--- src/rtl/paws_pkg.sv ---
/*
  Constants for the peripheral access wait-state block: address windows,
  access counts in peripheral or flash clock cycles, the extra cycles for wide
  serial and SPI data accesses, and the access-size encoding.
  Assumes a 32-bit byte address from the system bus and integer cycle counts.
*/
package paws_pkg;

  // ----------------------------------------
  // Widths and encodings
  // ----------------------------------------
  localparam int unsigned ADDR_W = 32;
  localparam int unsigned CNT_W = 8;

  typedef enum logic [2:0]
  {
    WIN_NONE = 3'h0,
    WIN_QSPI_CTRL = 3'h1,
    WIN_QSPI_XFER = 3'h2,
    WIN_QSPI_DIRECT = 3'h3,
    WIN_FLASH = 3'h4,
    WIN_SERIAL = 3'h5,
    WIN_SPI = 3'h6
  } paws_win_t;

  typedef enum logic [1:0]
  {
    SIZE_8 = 2'h0,
    SIZE_16 = 2'h1,
    SIZE_32 = 2'h2
  } paws_size_t;

  // ----------------------------------------
  // Address windows (inclusive bounds)
  // ----------------------------------------
  localparam logic [31:0] QSPI_LOW_FROM = 32'h6400_0000;
  localparam logic [31:0] QSPI_LOW_TO = 32'h6400_000F;
  localparam logic [31:0] QSPI_XFER_FROM = 32'h6400_0010;
  localparam logic [31:0] QSPI_XFER_TO = 32'h6400_0013;
  localparam logic [31:0] QSPI_HIGH_FROM = 32'h6400_0014;
  localparam logic [31:0] QSPI_HIGH_TO = 32'h6400_0037;
  localparam logic [31:0] QSPI_DIRECT_FROM = 32'h6400_0804;
  localparam logic [31:0] QSPI_DIRECT_TO = 32'h6400_0807;
  localparam logic [31:0] FLASH_FROM = 32'h407F_C000;
  localparam logic [31:0] FLASH_TO = 32'h407F_EFFF;
  localparam logic [31:0] SERIAL_FROM = 32'h4011_8000;
  localparam logic [31:0] SERIAL_TO = 32'h4011_8FFF;
  localparam logic [31:0] SPI_FROM = 32'h4011_A000;
  localparam logic [31:0] SPI_TO = 32'h4011_AFFF;

  // ----------------------------------------
  // Access counts: EQ = core clock equals unit clock, FAST = core faster
  // Fast figures are the lower bound of each printed range
  // ----------------------------------------
  localparam logic [7:0] QSPI_CTRL_RD_EQ = 8'h05;
  localparam logic [7:0] QSPI_CTRL_RD_FAST = 8'h02;
  localparam logic [7:0] QSPI_CTRL_WR = 8'h0E;
  localparam logic [7:0] QSPI_XFER_RD = 8'h19;
  localparam logic [7:0] QSPI_XFER_WR_EQ = 8'h06;
  localparam logic [7:0] QSPI_XFER_WR_FAST = 8'h05;
  localparam logic [7:0] QSPI_DIRECT_RD_EQ = 8'h04;
  localparam logic [7:0] QSPI_DIRECT_WR_EQ = 8'h03;
  localparam logic [7:0] QSPI_DIRECT_FAST = 8'h01;
  localparam logic [7:0] FLASH_EQ = 8'h03;
  localparam logic [7:0] FLASH_FAST = 8'h02;
  localparam logic [7:0] PERIPH_RD_EQ = 8'h05;
  localparam logic [7:0] PERIPH_WR_EQ = 8'h04;
  localparam logic [7:0] PERIPH_FAST = 8'h02;
  localparam logic [7:0] WIDE_EXTRA = 8'h02;

  // ----------------------------------------
  // Reset values
  // ----------------------------------------
  localparam logic [7:0] CNT_RESET = 8'h00;

endpackage : paws_pkg

--- src/rtl/paws_access_timer.sv ---
/*
  Wait-state timer for processor accesses to the quad serial, flash, serial
  and SPI register windows. Takes one request at a time, counts the access in
  unit-clock ticks and answers with a one-cycle done pulse.
  Assumes unit-clock ticks arrive as core-clock pulses, and that the quad
  serial controller reports the end of its bus cycles as a pulse.
*/
`timescale 1ns/1ps
// Overview of operation
// - Low quad serial window: read 5, faster core 2 to 5; write at least 14.
// - Quad serial transfer word: read at least 25; write at least 6, or 5 if faster.
// - Quad serial window 0x14 to 0x37 uses the low window timing.
// - Quad serial word at 0x804: read 4, write 3; faster core 1 to 4, 1 to 3.
// - Data flash and command window: 3 flash cycles, faster core 2 to 3.
// - Fractional counts truncate the lower bound and round up the upper.
// - 16-bit serial data, FIFO, status and compare accesses add 2 cycles.
// - 8-bit serial data byte accesses add nothing.
// - 32-bit SPI data accesses add 2; 8 or 16-bit alias accesses add nothing.
// - Open-ended quad serial accesses end only when its bus cycles end.
module paws_access_timer
  import paws_pkg::*;
(
  input wire logic i_clk_sys,
  input wire logic i_rst_n,
  input wire logic i_clk_en,
  input wire logic i_req,
  input wire logic [ADDR_W-1:0] i_addr,
  input wire logic i_write,
  input wire logic [1:0] i_size,
  input wire logic i_peripheral_clock_a_tick,
  input wire logic i_flash_interface_clock_tick,
  input wire logic i_peripheral_clock_a_eq_core,
  input wire logic i_flash_interface_clock_eq_core,
  input wire logic i_qspi_cycle_done,
  output logic o_busy,
  output logic o_done,
  output logic o_err,
  output logic o_start,
  output logic [2:0] o_window
);

  // ----------------------------------------
  // Reset release
  // ----------------------------------------
  logic rst_meta_r;
  logic rst_sync_r;

  always_ff @(posedge i_clk_sys or negedge i_rst_n)
  begin
    if (!i_rst_n)
    begin
      rst_meta_r <= 1'b0;
      rst_sync_r <= 1'b0;
    end
    else
    begin
      rst_meta_r <= 1'b1;
      rst_sync_r <= rst_meta_r;
    end
  end

  // ----------------------------------------
  // Decode and count lookup
  // ----------------------------------------
  function automatic logic in_range(input logic [31:0] a, input logic [31:0] lo, input logic [31:0] hi);
    in_range = (a >= lo) && (a <= hi);
  endfunction : in_range

  function automatic paws_win_t win_decode(input logic [31:0] a);
    if (in_range(a, QSPI_LOW_FROM, QSPI_LOW_TO) || in_range(a, QSPI_HIGH_FROM, QSPI_HIGH_TO))
    begin
      win_decode = WIN_QSPI_CTRL;
    end
    else if (in_range(a, QSPI_XFER_FROM, QSPI_XFER_TO))
    begin
      win_decode = WIN_QSPI_XFER;
    end
    else if (in_range(a, QSPI_DIRECT_FROM, QSPI_DIRECT_TO))
    begin
      win_decode = WIN_QSPI_DIRECT;
    end
    else if (in_range(a, FLASH_FROM, FLASH_TO))
    begin
      win_decode = WIN_FLASH;
    end
    else if (in_range(a, SERIAL_FROM, SERIAL_TO))
    begin
      win_decode = WIN_SERIAL;
    end
    else if (in_range(a, SPI_FROM, SPI_TO))
    begin
      win_decode = WIN_SPI;
    end
    else
    begin
      win_decode = WIN_NONE;
    end
  endfunction : win_decode

  // Fast-core figures are whole numbers already truncated to the lower bound
  function automatic logic [7:0] base_count(input paws_win_t w, input logic wr, input logic eq);
    unique case (w)
      WIN_QSPI_CTRL: base_count = wr ? QSPI_CTRL_WR : (eq ? QSPI_CTRL_RD_EQ : QSPI_CTRL_RD_FAST);
      WIN_QSPI_XFER: base_count = wr ? (eq ? QSPI_XFER_WR_EQ : QSPI_XFER_WR_FAST) : QSPI_XFER_RD;
      WIN_QSPI_DIRECT: base_count = eq ? (wr ? QSPI_DIRECT_WR_EQ : QSPI_DIRECT_RD_EQ) : QSPI_DIRECT_FAST;
      WIN_FLASH: base_count = eq ? FLASH_EQ : FLASH_FAST;
      WIN_SERIAL, WIN_SPI: base_count = eq ? (wr ? PERIPH_WR_EQ : PERIPH_RD_EQ) : PERIPH_FAST;
      default: base_count = CNT_RESET;
    endcase
  endfunction : base_count

  function automatic logic [7:0] wide_extra(input paws_win_t w, input logic [1:0] sz);
    if ((w == WIN_SERIAL) && (sz == SIZE_16))
    begin
      wide_extra = WIDE_EXTRA;
    end
    else if ((w == WIN_SPI) && (sz == SIZE_32))
    begin
      wide_extra = WIDE_EXTRA;
    end
    else
    begin
      wide_extra = CNT_RESET;
    end
  endfunction : wide_extra

  // Windows whose end depends on quad serial bus activity
  function automatic logic open_ended(input paws_win_t w, input logic wr);
    open_ended = ((w == WIN_QSPI_CTRL) && wr) || (w == WIN_QSPI_XFER);
  endfunction : open_ended

  // ----------------------------------------
  // State
  // ----------------------------------------
  typedef enum logic [1:0]
  {
    ST_IDLE = 2'h0,
    ST_COUNT = 2'h1,
    ST_BUSWAIT = 2'h3,
    ST_DONE = 2'h2
  } paws_state_t;

  paws_state_t state_r;
  paws_state_t state_nxt;
  paws_win_t req_win;
  paws_win_t win_r;
  logic open_r;
  logic seen_r;
  logic seen_now;
  logic accept;
  logic load_ok;
  logic unit_eq;
  logic unit_tick;
  logic cnt_last;
  logic [7:0] load_val;

  assign req_win = win_decode(i_addr);
  assign accept = (state_r == ST_IDLE) && i_req;
  assign load_ok = accept && (req_win != WIN_NONE);
  assign unit_eq = (req_win == WIN_FLASH) ? i_flash_interface_clock_eq_core : i_peripheral_clock_a_eq_core;
  assign load_val = base_count(req_win, i_write, unit_eq) + wide_extra(req_win, i_size);
  // Flash window counts flash clock; all others peripheral clock A
  assign unit_tick = (win_r == WIN_FLASH) ? i_flash_interface_clock_tick : i_peripheral_clock_a_tick;
  // Bus end reported in the same cycle as the last tick still counts
  assign seen_now = seen_r || i_qspi_cycle_done;

  paws_wait_counter #(
    .W(CNT_W)
  ) u_wait_counter (
    .i_clk_sys(i_clk_sys),
    .i_rst_n(rst_sync_r),
    .i_clk_en(i_clk_en),
    .i_load(load_ok),
    .i_load_val(load_val),
    .i_tick(unit_tick && (state_r == ST_COUNT)),
    .o_last(cnt_last)
  );

  // ----------------------------------------
  // Sequencer
  // ----------------------------------------
  always_comb
  begin
    state_nxt = state_r;
    unique case (state_r)
      ST_IDLE:
      begin
        if (accept)
        begin
          state_nxt = (req_win == WIN_NONE) ? ST_DONE : ST_COUNT;
        end
      end
      ST_COUNT:
      begin
        if (cnt_last)
        begin
          state_nxt = (open_r && !seen_now) ? ST_BUSWAIT : ST_DONE;
        end
      end
      ST_BUSWAIT:
      begin
        if (i_qspi_cycle_done)
        begin
          state_nxt = ST_DONE;
        end
      end
      ST_DONE:
      begin
        state_nxt = ST_IDLE;
      end
    endcase
  end

  always_ff @(posedge i_clk_sys or negedge rst_sync_r)
  begin
    if (!rst_sync_r)
    begin
      state_r <= ST_IDLE;
    end
    else if (i_clk_en)
    begin
      state_r <= state_nxt;
    end
  end

  // ----------------------------------------
  // Captured request
  // ----------------------------------------
  // Held internally so a master that drops its address early cannot
  // retime the access in flight
  always_ff @(posedge i_clk_sys or negedge rst_sync_r)
  begin
    if (!rst_sync_r)
    begin
      win_r <= WIN_NONE;
      open_r <= 1'b0;
    end
    else if (i_clk_en && accept)
    begin
      win_r <= req_win;
      open_r <= open_ended(req_win, i_write);
    end
  end

  // Bus end flag; a report in the accept cycle wins over the clear
  always_ff @(posedge i_clk_sys or negedge rst_sync_r)
  begin
    if (!rst_sync_r)
    begin
      seen_r <= 1'b0;
    end
    else if (i_clk_en)
    begin
      seen_r <= i_qspi_cycle_done || (seen_r && !accept);
    end
  end

  // ----------------------------------------
  // Outputs
  // ----------------------------------------
  // Taken from the next state so both leave a flip-flop
  always_ff @(posedge i_clk_sys or negedge rst_sync_r)
  begin
    if (!rst_sync_r)
    begin
      o_busy <= 1'b0;
      o_done <= 1'b0;
    end
    else if (i_clk_en)
    begin
      o_busy <= (state_nxt != ST_IDLE) && (state_nxt != ST_DONE);
      o_done <= (state_nxt == ST_DONE);
    end
  end

  // Accept reports: error for an unmapped address, start for a mapped one
  always_ff @(posedge i_clk_sys or negedge rst_sync_r)
  begin
    if (!rst_sync_r)
    begin
      o_err <= 1'b0;
      o_start <= 1'b0;
    end
    else if (i_clk_en)
    begin
      o_err <= accept && (req_win == WIN_NONE);
      o_start <= load_ok;
    end
  end

  // Window code stands until the next accept
  always_ff @(posedge i_clk_sys or negedge rst_sync_r)
  begin
    if (!rst_sync_r)
    begin
      o_window <= WIN_NONE;
    end
    else if (i_clk_en && accept)
    begin
      o_window <= req_win;
    end
  end

endmodule : paws_access_timer

--- src/rtl/paws_wait_counter.sv ---
/*
  Down counter of unit-clock ticks for one access.
  Assumes tick is a one-cycle pulse on the core clock per unit-clock cycle
  and that a load value is never zero.
*/
`timescale 1ns/1ps
module paws_wait_counter
  import paws_pkg::*;
#(
  parameter int unsigned W = CNT_W
)
(
  input wire logic i_clk_sys,
  input wire logic i_rst_n,
  input wire logic i_clk_en,
  input wire logic i_load,
  input wire logic [W-1:0] i_load_val,
  input wire logic i_tick,
  output logic o_last
);

  logic [W-1:0] cnt_r;

  // ----------------------------------------
  // Count
  // ----------------------------------------
  always_ff @(posedge i_clk_sys or negedge i_rst_n)
  begin
    if (!i_rst_n)
    begin
      cnt_r <= W'(CNT_RESET);
    end
    else if (i_clk_en)
    begin
      if (i_load)
      begin
        cnt_r <= i_load_val;
      end
      else if (i_tick && (cnt_r != '0))
      begin
        cnt_r <= cnt_r - W'(1);
      end
    end
  end

  // Last tick of the count; zero never fires again
  assign o_last = i_tick && (cnt_r == W'(1));

endmodule : paws_wait_counter

--- config.mk ---
export PLATFORM = sky130hd
export DESIGN_NAME = paws_access_timer
export DESIGN_NICKNAME = d
export VERILOG_FILES = /design/src/rtl/paws_pkg.sv /design/src/rtl/paws_access_timer.sv /design/src/rtl/paws_wait_counter.sv
export SDC_FILE = /design/constraint.sdc
export NUM_CORES = 1
export LEC_CHECK = 0
export BUFFER_PORTS_ARGS = -buffer_cell sky130_fd_sc_hd__clkbuf_2
export CAP_MARGIN = 40
export CORE_MARGIN = 2
export CORE_UTILIZATION = 50
export DETAILED_ROUTE_END_ITERATION = 8
export PLACE_DENSITY = 0.78
export SLEW_MARGIN = 20
export SYNTH_ARGS = -nofsm -noshare
export SYNTH_HDL_FRONTEND = slang
export SYNTH_HIERARCHICAL = 1
export SYNTH_SLANG_ARGS = --single-unit
--- constraint.sdc ---
create_clock -name i_clk_sys -period 0.9 [get_ports i_clk_sys]
set_input_delay 0 -clock i_clk_sys [delete_from_list [all_inputs] [get_ports i_clk_sys]]
set_output_delay 0 -clock i_clk_sys [all_outputs]
set_load 0.005 [all_outputs]
==> out/summary.txt, run 1 <==
========================================================================
Number of I/O port buffers                                            50
Top Ports                                                             51
H-tree levels                                                          1
Clock Tree Buf Depth                                                   2
Syn Inst Count                                                       200
FP Rows                                                               20
Async SR Flop Fraction                                             1.000
Sequential fraction of the synthesis area                         0.3021
Final GP Congestion                                               0.8903
Post-synthesis sequential element count                               20
Width of the die                                                61.56 um
Starting density of the core                                      0.5339
Failed at                                                        5_1_grt
Yosys top cell area share                                         0.3021
Outcome                                                     aborted with a tool error
Pin count of the biggest net entering global routing                  19
Vert. Die Dim                                                   61.56 um
Top flip-flop cell by instance count after synthesis             dfrtp_1
Biggest area contributors in the synthesized netlist        dfrtp_1 (30%), nand2_1 (4.5%), ha_1 (3.8%)
Worst-path endpoint category                                sequential cell input
Post-synth design cell area                                   1657 sq um
Number of flops mapped to enable cells by yosys                        0
Run Error                                                   [ERROR DPL-0038] Utilization greater than 100%, impossible to legalize
Number of sinks driven by the clock tree                              20
Dpl hpwl                                                         4415 um
Clock root buffer master                                        clkbuf_4
TritonCTS buffer count                                                 3
Post-synthesis cell type with the largest combined area          dfrtp_1
Endpoint with the least setup slack after the last repair   u_wait_counter/cnt_r[5]$_DFFE_PN0P_/D
Count of cell types in the netlist                                    54
Avg Inst Size Synth                                          8.283 sq um
Warnings, synthesis                                                    6
========================================================================
Yosys cell counts (all sizes together) (2+ instances only):
master   count
nand2       21
dfrtp       20
nor2        14
o21ai       13
inv         11
nand3       10
nor4        10
a21oi        9
nor3         9
ha           5
o22ai        5
clkbuf       4
mux2i        4
nand2b       4
nand4b       4
o211ai       4
a31oi        3
nand3b       3
nand4        3
nor3b        3
o31ai        3
or3b         3
a311o        2
and3         2
and4b        2
conb         2
mux2         2
nor2b        2
o21a         2
o2bb2ai      2
o41ai        2
repair_timing:
item	in CTS
endpoints found under the setup margin	22
hold endpoints to repair	4
pin swaps	16
hold buffers	4
gates resized for setup	30
buffers inserted	6
stage by stage:
stage / hold slack [ps] / TNS (ps) / instances / setup WS (ps) / cell area, sq um
4_1_cts: 39.96 / -14520 / 382 / -1118 / 2826
3_5_place_dp: -207.1 / -18890 / 370 / -1541 / 2577
3_3_place_gp: -210.6 / -17650 / 370 / -1431 / 2577
2_1_floorplan: -295.6 / -13730 / 201 / -1241 / 1700
cells by family after synthesis:
family	share of synthesized area
AND/OR/NAND/NOR	0.3308
AO/OA/AOI/OAI	0.2409
flip-flops	0.3021
buffers and inverters	0.04078
multiplexers	0.03776
adder cells (fa/ha/maj)	0.03776
other	0.004533
XOR/XNOR	0.005288
==> inputs of run 2 (changes only) <==
Settings changed: CORE_UTILIZATION 50 to 35, PLACE_DENSITY 0.78 to unset, PLACE_DENSITY_LB_ADDON set to 0.15.
==> run 2 against run 1 <==
Net effect:
- the flow now finishes, with violations (setup timing)
- area after synthesis unchanged
- synthesized cell count unchanged
==> out/summary.txt, run 2 <==
=====================================================================================
Outcome                                                                  complete, but fails checks   was aborted with a tool error
Violations in the final reports                                          setup timing
Placement Cell Area                                                        2620 sq um   was 2577 sq um
NetSw                                                                        939.4 uW
Final setup viols                                                                  19
Met1 routing resource usage after global routing                               0.2536
NumNets Final                                                                     393
Post-synthesis sequential element count                                            20   unchanged
Critical Path AT                                                              2200 ps
Yosys top cell area share                                                      0.3021   unchanged
Wirelength, routed                                                            5270 um
Final antenna diode count                                                           0
Fraction of layout instances using a drive strength above 1                    0.5423
Number of global-route vias before repair                                        2066
Number of I/O port buffers                                                         50   unchanged
Initial antenna violation count                                                     0
Via Count                                                                        2058
Sw frac                                                                        0.3129
Syn Inst Count                                                                    200   unchanged
Cell leakage power                                                        0.001436 uW
DRC viols                                                                           0
Area inside the core boundary                                              4629 sq um
Async SR Flop Fraction                                                          1.000   unchanged
FP Rows                                                                            25   was 20
Worst Hold Class                                                         input port to register
Layer with the highest usage after global routing                                met2
Vert. Die Dim                                                                72.80 um   was 61.56 um
Biggest area contributors in the synthesized netlist                     dfrtp_1 (30%), nand2_1 (4.5%), ha_1 (3.8%)   unchanged
Met3 Usage GRT                                                                0.02624
Post-synthesis cell type with the largest combined area                       dfrtp_1   unchanged
Warnings, synthesis                                                                 6   unchanged
Residual overflow from global routing                                               0
Crit path largest cell delay                                                   410 ps
Number of sinks driven by the clock tree                                           20   unchanged
Commonest non-fill, non-tap cells in the layout                          buf_4 (75), clkbuf_2 (49), dfrtp_1 (20)
Total routing usage reported by global routing                                 0.2078
Clock root buffer master                                                     clkbuf_8   was clkbuf_4
Worst-case setup margin in the final layout                                  -1159 ps
Width of the die                                                             72.80 um   was 61.56 um
H-tree levels                                                                       1   unchanged
Number of flops mapped to enable cells by yosys                                     0   unchanged
Final clock period utilization by the worst path                                2.288
Worst-path cell chain                                                    clkbuf_2 -> or3_4 -> nor4_4 -> o211ai_1 -> mux2_2 -> o211ai_1 -> nand3_1 -> ha_4 -> and2_1 -> nand3_1 -> o2111ai_1 -> o22ai_1 -> o41ai_1
Cell count along the critical path                                                 13
Die area                                                                   5299 sq um
CP startpoint kind                                                         input port
CTS tree                                                                          yes
Post-synth design cell area                                                1657 sq um   unchanged
Post-placement cell count                                                         384   was 370
Crit Path Max Fanout                                                                3
Sequential Power Share                                                          0.357
Core utilization of the finished layout                                        0.6373
Register with the highest flop count                                     u_wait_counter/cnt_r
First-pass GRT wire length                                                    8887 um
Count of routing violations after the opening detailed-route iteration             72
Clock Tree Buf Depth                                                                2   unchanged
Data required time of the worst path                                          1040 ps
Leading cell types by count after synthesis                              dfrtp_1 (20), nand2_1 (20), nor2_1 (14)   unchanged
Count of cell types in the netlist                                                 54   unchanged
Unrepaired setup endpoints after global routing                                  true
Hold Worst Slack                                                             9.039 ps
Count of TritonRoute iterations in the first routing pass                           4
Number of flip-flops in the largest register                                        8
Via/cell ratio                                                                  5.184
Comb pwr share                                                                  0.408
Routed WL per cell                                                           13.27 um
Dpl hpwl                                                                      4205 um   was 4415 um
Peak ir drop on the vdd network                                             0.4987 mV
Routed Antenna Nets                                                                 0
Critical path buffers and inverters                                                 1
Total internal power                                                          2063 uW
Syn-to-layout area delta                                                       78.10%
Top Ports                                                                          51   unchanged
Final GP Congestion                                                            0.8909   was 0.8903
Minimum period implied by the final worst setup slack                         2059 ps
Total Neg Setup Slack                                                       -14000 ps
Share of power burned in the clock network                                      0.235
Top flip-flop cell by instance count after synthesis                          dfrtp_1   unchanged
Max_cap viols                                                                       0
Worst setup skew after layout                                                1.412 ps
Critical path capture point type                                             register
Total non-filler cell area in the finished layout                          2950 sq um
Critical path start-end classification                                   input port to register
Max Transition Viols Final                                                          0
Final Hold Viols                                                                    0
Clock latency on the worst-skew pair                                           260 ps
Avg Inst Size Synth                                                       8.283 sq um   unchanged
Met2 routing resource usage after global routing                               0.3768
Ratio of total power to cell area                                        1018 nW/um^2
Registers with the most flip-flops                                       u_wait_counter/cnt_r: 8 flops, win_r: 3 flops, state_r: 2 flops
TritonCTS buffer count                                                              3   unchanged
Hold Path Cell Cnt                                                                  3
Cell family contributing the most delay on the critical path             simple AND/OR/NAND/NOR gates
Most common cell after layout, fill and taps aside                              buf_4
Pin count of the biggest net entering global routing                               19
Number of cells on the worst reg-to-reg path                                        6
Highest-delay cell along the critical path                                      or3_4
CTS clock-pin slew for the worst setup and hold paths                           80 ps
Top achievable clock speed                                                 0.4857 GHz
Non-filler cells, final                                                           397
Sequential fraction of the synthesis area                                      0.3021   unchanged
Starting density of the core                                                   0.3578   was 0.5339
=====================================================================================
-- run 2: area by class of cell --
cell class | count | area (sq um)
fill | 399 | 1679
multi-input combinational | 165 | 1264
timing repair buffer | 143 | 1020
sequential | 20 | 500.5
tap | 54 | 67.56
clock buffer | 4 | 55.05
inverter | 11 | 43.79
-- run 2: repair_timing --
item                       in CTS  in global routing
hold endpoints to repair        3                  0
pin swaps                      17                  3
setup buffers                   7                  4
setup endpoints to repair      19                 22
hold buffers                    2                  0
resized for setup              34                 13
-- run 2: worst reg2reg max path, cell delays in order (launching register included) --
cell	delay, ps
dfrtp_1	380
or4_4	560
buf_4	180
o211ai_4	260
buf_6	160
o21ai_0	70
nor3b_2	150
-- run 2: final timing paths --
check                      slack [ps]                                  end                                start
max                             -1160  u_wait_counter/cnt_r[5]$_DFFE_PN0P_                           i_addr[31]
min                                 9                   o_done$_DFFE_PN0P_                                i_req
max reg2reg                      -970  u_wait_counter/cnt_r[4]$_DFFE_PN0P_  u_wait_counter/cnt_r[3]$_DFFE_PN0P_
min reg2reg                       200  u_wait_counter/cnt_r[2]$_DFFE_PN0P_                 rst_sync_r$_DFF_PN0_
max in group asynchronous         500                   open_r$_DFFE_PN0P_                 rst_sync_r$_DFF_PN0_
min in group asynchronous          50                 rst_meta_r$_DFF_PN0_                              i_rst_n
-- run 2: logic make-up (layout without fill, tap and decap cells) --
logic type	count (synthesis)	in the layout	synth area share
AOI/OAI and AO/OA	55	55	0.2409
xor gates and xnor gates	1	1	0.005288
adders and majority gates	5	5	0.03776
buffers and inverters	16	158	0.04078
DFF	20	20	0.3021
muxes	6	6	0.03776
other	2	3	0.004533
and+or+nand+nor	95	95	0.3308
-- run 2: metrics by stage --
step                setup slack (ps)  total power [uW]
floorplan                      -1241              1499
CTS                            -1142              2978
detailed placement             -1483              2147
finish                         -1159              3002
global route                   -1326              3178
global placement               -1407              2134
-- run 2: power by group through the flow --
stage	clock network, uW	registers, uW	logic (uW)
after floorplan	0	1120	380
final	705	1070	1230
after global placement	0	1080	1050
after CTS	718	1070	1190
after detailed placement	0	1090	1060
after global routing	748	1080	1350
-- run 2: layer usage --
| layer | part of all wire | wire [um] |
|---|---|---|
| met4 | 0.014 | 72 |
| met3 | 0.039 | 204 |
| met5 | 0 | 0 |
| met1 | 0.44 | 2344 |
| met2 | 0.50 | 2650 |
No activity file was read; power rests on OpenSTA's default activity.
==> inputs of run 3 (changes only) <==
Settings changed: ABC_AREA set to 1, CAP_MARGIN 40 to 20.
==> run 3 against run 2 <==
Net effect:
- combinational power increased to 3.6 times the previous value
- routed wire length increased by 27%
- die area rose by 32%
- the run still ends with setup timing left
- critical endpoint is now u_wait_counter/cnt_r[3]$_DFFE_PN0P_
==> out/summary.txt, run 3 <==
=====================================================================================
Data required time of the worst path                                          1070 ps   was 1040 ps
First-pass GRT wire length                                                   11340 um   was 8887 um
Slack of the worst reg-to-reg path                                            -700 ps   was -970 ps
Sequential fraction of the synthesis area                                      0.2264   was 0.3021
Max Transition Viols Final                                                          0   unchanged
Routed Antenna Nets                                                                 0   unchanged
Via/cell ratio                                                                  4.714   was 5.184
Final Hold Viols                                                                    0   unchanged
Clock Tree Buf Depth                                                                2   unchanged
Initial antenna violation count                                                     0   unchanged
CTS tree                                                                          yes   unchanged
Top achievable clock speed                                                 0.5360 GHz   was 0.4857 GHz
Top Ports                                                                          51   unchanged
Worst Hold Class                                                         input port to asynchronous set/reset pin   was input port to register
Final setup viols                                                                  21   was 19
Crit Path Max Fanout                                                                5   was 3
Total Neg Setup Slack                                                       -13290 ps   was -14000 ps
Count of TritonRoute iterations in the first routing pass                           4   unchanged
Number of global-route vias before repair                                        2656   was 2066
Minimum period implied by the final worst setup slack                         1866 ps   was 2059 ps
Post-synthesis cell type with the largest combined area                       dfrtp_1   unchanged
Hold Worst Slack                                                             35.32 ps   was 9.039 ps
Clock root buffer master                                                     clkbuf_8   unchanged
Violations in the final reports                                          setup timing   unchanged
FP Rows                                                                            28   was 25
Registers with the most flip-flops                                       u_wait_counter/cnt_r: 8 flops, win_r: 3 flops, state_r: 2 flops   unchanged
Total power consumption of the routed design                                  6838 uW   was 3002 uW
Cell leakage power                                                        0.001970 uW   was 0.001436 uW
Avg Inst Size Synth                                                       6.124 sq um   was 8.283 sq um
Starting density of the core                                                   0.3669   was 0.3578
Dominant cell by count in the synthesized netlist                             nand2_1
Residual overflow from global routing                                               0   unchanged
Leading cell types by count after synthesis                              nand2_1 (112), inv_1 (47), nor2_1 (37)   was dfrtp_1 (20), nand2_1 (20), nor2_1 (14)
Post-placement cell count                                                         564   was 384
Top flip-flop cell by instance count after synthesis                          dfrtp_1   unchanged
Outcome                                                                  complete, but fails checks   unchanged
Total routing usage reported by global routing                                 0.1930   was 0.2078
Width of the die                                                             83.48 um   was 72.80 um
Number of cells on the worst reg-to-reg path                                       11   was 6
Most common cell after layout, fill and taps aside                            nand2_1   was buf_4
Warnings, synthesis                                                                 6   unchanged
Peak ir drop on the vdd network                                              1.187 mV   was 0.4987 mV
Routed WL per cell                                                           11.46 um   was 13.27 um
Vert. Die Dim                                                                83.48 um   was 72.80 um
Number of I/O port buffers                                                         50   unchanged
Worst setup skew after layout                                                5.580 ps   was 1.412 ps
DRC viols                                                                           0   unchanged
Async SR Flop Fraction                                                          1.000   unchanged
Syn-to-layout area delta                                                       72.84%   was 78.10%
Ratio of total power to cell area                                        1790 nW/um^2   was 1018 nW/um^2
Worst slack, placed                                                          -1273 ps   was -1483 ps
Area inside the core boundary                                              6026 sq um   was 4629 sq um
Dpl hpwl                                                                      5107 um   was 4205 um
Critical path capture point type                                             register   unchanged
TritonCTS buffer count                                                              3   unchanged
Pin count of the biggest net entering global routing                               19   unchanged
Beginning of the worst register-to-register path                         win_r[1]$_DFFE_PN0P_   was u_wait_counter/cnt_r[3]$_DFFE_PN0P_
Count of routing violations after the opening detailed-route iteration             76   was 72
Comb pwr share                                                                  0.645   was 0.408
Sequential Power Share                                                          0.217   was 0.357
CP startpoint kind                                                         input port   unchanged
NetSw                                                                         2780 uW   was 939.4 uW
Post-synth design cell area                                                2211 sq um   was 1657 sq um
Number of flops mapped to enable cells by yosys                                     0   unchanged
Critical path start-end classification                                   input port to register   unchanged
Final antenna diode count                                                           0   unchanged
Share of power burned in the clock network                                      0.138   was 0.235
Wirelength, routed                                                            6679 um   was 5270 um
Final GP Congestion                                                            0.8587   was 0.8909
Number of sinks driven by the clock tree                                           20   unchanged
Final clock period utilization by the worst path                                2.073   was 2.288
Fraction of layout instances using a drive strength above 1                    0.5157   was 0.5423
Worst-case setup margin in the final layout                                 -965.5 ps   was -1159 ps
CTS clock-pin slew for the worst setup and hold paths                           90 ps   was 80 ps
Count of cell types in the netlist                                                 38   was 54
NumNets Final                                                                     558   was 393
Post-synthesis sequential element count                                            20   unchanged
Unrepaired setup endpoints after global routing                                  true   unchanged
Register with the highest flop count                                     u_wait_counter/cnt_r   unchanged
Critical Path AT                                                              2030 ps   was 2200 ps
Sw frac                                                                        0.4065   was 0.3129
Max_cap viols                                                                       0   unchanged
Reg-to-reg endpoint                                                      o_done$_DFFE_PN0P_   was u_wait_counter/cnt_r[4]$_DFFE_PN0P_
Number of flip-flops in the largest register                                        8   unchanged
Syn Inst Count                                                                    361   was 200
Yosys top cell area share                                                      0.2264   was 0.3021
Total internal power                                                          4059 uW   was 2063 uW
Via Count                                                                        2748   was 2058
Commonest non-fill, non-tap cells in the layout                          nand2_1 (88), buf_4 (70), clkbuf_2 (45)   was buf_4 (75), clkbuf_2 (49), dfrtp_1 (20)
Biggest area contributors in the synthesized netlist                     dfrtp_1 (23%), nand2_1 (19%), inv_1 (8.0%)   was dfrtp_1 (30%), nand2_1 (4.5%), ha_1 (3.8%)
Clock latency on the worst-skew pair                                           270 ps   was 260 ps
H-tree levels                                                                       1   unchanged
Die area                                                                   6969 sq um   was 5299 sq um
Non-filler cells, final                                                           583   was 397
=====================================================================================
[run 3: cell count changes in the layout (fill, tap and decap cells not counted), moves of 6 or more]
cell / delta
inv_1: +30
inv_2: +10
nand2_1: +71
nand2_2: +26
nand2_4: +10
nand3_1: +12
nor2_1: +8
nor2_2: +13
nor2_4: +20
nor4_1: -6
o21ai_2: +6
[run 3: worst max path at each step]
stage | from | to | slack [ps] | depth (start not counted)
final | i_addr[22] | u_wait_counter/cnt_r[3]$_DFFE_PN0P_ | -970 | 19
after global routing | i_addr[22] | u_wait_counter/cnt_r[4]$_DFFE_PN0P_ | -1130 | 19
after CTS | i_addr[20] | u_wait_counter/cnt_r[4]$_DFFE_PN0P_ | -950 | 20
after detailed placement | i_addr[27] | u_wait_counter/cnt_r[3]$_DFFE_PN0P_ | -1270 | 20
after global placement | i_addr[17] | u_wait_counter/cnt_r[3]$_DFFE_PN0P_ | -1200 | 19
after floorplan | i_addr[24] | u_wait_counter/cnt_r[3]$_DFFE_PN0P_ | -920 | 19
[run 3: what timing repair did]
action	4_1_cts	5_1_grt
setup endpoints to repair	19	21
gates resized for setup	29	60
endpoints found under the hold margin	3	0
cloned	1	1
hold buffers	2	0
pin swaps	36	60
setup buffers	8	4
[run 3: metrics by stage]
step / util / cell area [sq um]
2_1_floorplan: - / 2369
3_3_place_gp: 0.5469 / 3296
3_5_place_dp: 0.5469 / 3296
4_1_cts: 0.5930 / 3573
5_1_grt: 0.6341 / 3821
6_report: 0.6341 / 3821
[run 3: per-layer routing]
layer,wire length [um],GRT usage,up-vias
met5,0,0,-
met4,51,0.03079,0
met3,157,0.02868,6
met2,3393,0.3446,36
met1,3077,0.2511,1264
li1,-,-,1442
[run 3: power groups by stage]
stage | Clock (uW) | Combinational (uW) | Sequential, uW
2_1_floorplan | 0 | 1890 | 1530
3_3_place_gp | 0 | 3550 | 1440
3_5_place_dp | 0 | 3610 | 1450
4_1_cts | 959 | 3880 | 1460
5_1_grt | 994 | 4940 | 1520
6_report | 941 | 4410 | 1480
[run 3: kinds of logic (layout without fill, tap and decap cells)]
group | Yosys count | in the layout | synth area share
flip-flops | 20 | 20 | 0.2264
AND/OR/NAND/NOR | 229 | 230 | 0.5054
AO/OA/AOI/OAI | 46 | 46 | 0.1251
XOR/XNOR | 2 | 2 | 0.007924
multiplexers | 1 | 1 | 0.004528
other | 2 | 3 | 0.003397
buffers and inverters | 56 | 201 | 0.09904
adder cells (fa/ha/maj) | 5 | 5 | 0.02830
[run 3: area by class of cell]
class,count,area (sq um)
Tap cell,75,93.84
Inverter,54,217.7
Multi-Input combinational cell,287,1843
Sequential cell,20,500.5
Timing Repair Buffer,143,1095
Clock inverter,1,30.03
Fill cell,567,2205
Clock buffer,3,41.29
[run 3: worst max-delay path, stage by stage]
cell     delay [ps]
buf_6           100
nor2_4          140
buf_6           120
nand4_4         170
nor2_8          200
nand2_2          80
nand2_4          80
nand2_4          50
nand3_4          80
nand2_4          90
a21oi_4         150
o21ai_2          80
ha_2            190
ha_4            160
xor2_1          130
nand2_1          50
nand2_1          50
nand2_1          50
nand2_1          60
==> inputs of run 4 (changes only) <==
Settings changed: GPL_TIMING_DRIVEN set to 0, TNS_END_PERCENT set to 5.
==> run 4 against run 3 <==
Net effect:
- final area decreased by 22%
- largest power group unchanged
- power fell by 23%
- sequential share of layout area is 3.7 points higher
- routed wire length decreased by 14%
- the run still ends with setup timing left
==> out/summary.txt, run 4 (synthesis results as in run 3) <==
=====================================================================================
Worst Hold Class                                                         input port to register   was input port to asynchronous set/reset pin
Number of flip-flops in the largest register                                        8   unchanged
Count of routing violations after the opening detailed-route iteration            119   was 76
H-tree levels                                                                       1   unchanged
Core utilization of the finished layout                                        0.4952   was 0.6341
Slack of the worst reg-to-reg path                                            -860 ps   was -700 ps
First-pass GRT wire length                                                    9839 um   was 11340 um
Number of I/O port buffers                                                         50   unchanged
Cell seen most often among critical-path stages                                nor2_4   was nand2_1
Routed Antenna Nets                                                                 0   unchanged
TritonCTS buffer count                                                              3   unchanged
Hold Worst Slack                                                             25.80 ps   was 35.32 ps
Critical Path AT                                                              2110 ps   was 2030 ps
Final clock period utilization by the worst path                                2.157   was 2.073
Total Neg Setup Slack                                                       -13540 ps   was -13290 ps
Via Count                                                                        2415   was 2748
Total length of routed met3 wires                                              237 um   was 157 um
Crit path largest cell delay                                                   210 ps   was 200 ps
Critical path capture point type                                             register   unchanged
Area inside the core boundary                                              6026 sq um   unchanged
Hold Path Cell Cnt                                                                  2
Total routing usage reported by global routing                                 0.1694   was 0.1930
Top achievable clock speed                                                 0.5151 GHz   was 0.5360 GHz
Dpl hpwl                                                                      4362 um   was 5107 um
Max_cap viols                                                                       0   unchanged
Crit Path Max Fanout                                                                8   was 5
Routed WL per cell                                                           11.36 um   was 11.46 um
Ratio of total power to cell area                                        1754 nW/um^2   was 1790 nW/um^2
Sum of routed wire segments on met1                                           2767 um   was 3077 um
Residual overflow from global routing                                               0   unchanged
Width of the die                                                             83.48 um   unchanged
NumNets Final                                                                     483   was 558
Clock latency on the worst-skew pair                                           260 ps   was 270 ps
Initial antenna violation count                                                     0   unchanged
Critical path start-end classification                                   input port to register   unchanged
Wirelength, routed                                                            5771 um   was 6679 um
Beginning of the worst register-to-register path                         state_r[0]$_DFFE_PN0P_   was win_r[1]$_DFFE_PN0P_
Critical path buffers and inverters                                                 6   was 2
Fraction of layout instances using a drive strength above 1                    0.3695   was 0.5157
Most common cell after layout, fill and taps aside                            nand2_1   unchanged
Number of global-route vias before repair                                        2261   was 2656
Die area                                                                   6969 sq um   unchanged
Syn-to-layout area delta                                                       34.97%   was 72.84%
Worst Hold Endpoint                                                      seen_r$_DFFE_PN0P_
Max Transition Viols Final                                                          0   unchanged
Final antenna diode count                                                           0   unchanged
Clock root buffer master                                                     clkbuf_8   unchanged
Top Ports                                                                          51   unchanged
CTS tree                                                                          yes   unchanged
Reg-to-reg endpoint                                                      state_r[0]$_DFFE_PN0P_   was o_done$_DFFE_PN0P_
Starting density of the core                                                   0.3669   unchanged
CP startpoint kind                                                         input port   unchanged
Worst-path cell chain                                                    buf_4 -> nor2_4 -> nand2_2 -> nor2_4 -> nor2_4 -> nor2_4 -> nand2_2 -> o21ai_4 -> buf_4 -> nor2_4 -> nand3_2 -> nand2_2 -> inv_1 -> buf_6 -> inv_6 -> nand2_1 -> nand2_2 -> buf_4 -> nand2_1 -> nand2_1   was buf_6 -> nor2_4 -> buf_6 -> nand4_4 -> nor2_8 -> nand2_2 -> nand2_4 -> nand2_4 -> nand3_4 -> nand2_4 -> a21oi_4 -> o21ai_2 -> ha_2 -> ha_4 -> xor2_1 -> nand2_1 -> nand2_1 -> nand2_1 -> nand2_1
Worst-case setup margin in the final layout                                  -1041 ps   was -965.5 ps
Vert. Die Dim                                                                83.48 um   unchanged
Registers with the most flip-flops                                       u_wait_counter/cnt_r: 8 flops, win_r: 3 flops, state_r: 2 flops   unchanged
Highest layer used for signal routing                                            met4   unchanged
Outcome                                                                  complete, but fails checks   unchanged
Violations in the final reports                                          setup timing   unchanged
FP Rows                                                                            28   unchanged
Final Hold Viols                                                                    0   unchanged
Pin count of the biggest net entering global routing                               19   unchanged
Peak ir drop on the vdd network                                              1.311 mV   was 1.187 mV
Commonest non-fill, non-tap cells in the layout                          nand2_1 (101), clkbuf_2 (47), inv_1 (43)   was nand2_1 (88), buf_4 (70), clkbuf_2 (45)
CTS clock-pin slew for the worst setup and hold paths                           80 ps   was 90 ps
Via/cell ratio                                                                  4.754   was 4.714
Data required time of the worst path                                          1060 ps   was 1070 ps
Hold path start                                                          i_qspi_cycle_done
Number of sinks driven by the clock tree                                           20   unchanged
Register with the highest flop count                                     u_wait_counter/cnt_r   unchanged
Final GP Congestion                                                            0.8128   was 0.8587
Final setup viols                                                                  18   was 21
Worst setup skew after layout                                                3.236 ps   was 5.580 ps
Minimum period implied by the final worst setup slack                         1941 ps   was 1866 ps
Met2 wirelength from detailed routing                                         2744 um   was 3393 um
Unrepaired setup endpoints after global routing                                  true   unchanged
Number of cells on the worst reg-to-reg path                                       11   unchanged
Cell leakage power                                                        0.001515 uW   was 0.001970 uW
Count of TritonRoute iterations in the first routing pass                           4   unchanged
DRC viols                                                                           0   unchanged
Clock Tree Buf Depth                                                                2   unchanged
Cell family contributing the most delay on the critical path             simple AND/OR/NAND/NOR gates   unchanged
Highest-delay cell along the critical path                                    o21ai_4   was nor2_8
=====================================================================================
run 4: cell count changes in the layout (fill, tap and decap cells not counted), moves of 3 or more:
cell,delta
buf_4,-55
buf_6,-19
nand2_1,+13
nand2_4,-10
o21ai_2,-7
o21ai_0,+6
inv_1,+3
nand2_2,-3
nand3_1,+3
nor2_1,+3
nor2_4,-3
run 4: what timing repair did:
item                       4_1_cts  5_1_grt
gates cloned                     2        0
pin swaps                       21       18
hold buffers                     1        0
setup buffers                   10        4
resized for setup               41       23
hold endpoints to repair         2        0
setup endpoints to repair       18       36
run 4: power breakdown:
part | total (uW) | internal, uW | switching (uW)
clock | 921 | 594 | 326
combinational | 2730 | 1160 | 1570
sequential | 1580 | 1220 | 361
run 4: area by class of cell:
type                            count  area, sq um
Clock inverter                      1        30.03
Buffer                              2        22.52
Timing Repair Buffer               66        407.9
Clock buffer                        3        41.29
Fill cell                         625         3042
Sequential cell                    20        501.7
Multi-Input combinational cell    287         1679
Inverter                           54        207.7
Tap cell                           75        93.84
run 4: metal layers:
layer | vias up | global-route usage
li1 | 1291 | -
met1 | 1072 | 0.2335
met2 | 48 | 0.2867
met3 | 4 | 0.02967
met5 | - | 0
met4 | 0 | 0.02053
run 4: how the worst max path moves through the flow:
stage	start	endpoint	slack (ps)	cells past startpoint
after detailed placement	i_addr[14]	u_wait_counter/cnt_r[7]$_DFFE_PN0P_	-1550	17
after floorplan	i_addr[31]	u_wait_counter/cnt_r[3]$_DFFE_PN0P_	-980	21
after global placement	i_addr[15]	u_wait_counter/cnt_r[5]$_DFFE_PN0P_	-1520	17
final	i_addr[20]	u_wait_counter/cnt_r[5]$_DFFE_PN0P_	-1040	20
after CTS	i_addr[25]	u_wait_counter/cnt_r[4]$_DFFE_PN0P_	-960	19
after global routing	i_addr[20]	u_wait_counter/cnt_r[4]$_DFFE_PN0P_	-1220	20
run 4: metrics by stage:
step | total power (uW) | instances | area [sq um] | worst slack, ps
floorplan | 3313 | 362 | 2222 | -981.1
global placement | 3937 | 487 | 2566 | -1517
detailed placement | 3988 | 487 | 2566 | -1547
CTS | 5214 | 504 | 2893 | -960.2
global route | 5750 | 508 | 2984 | -1217
finish | 5236 | 508 | 2984 | -1041
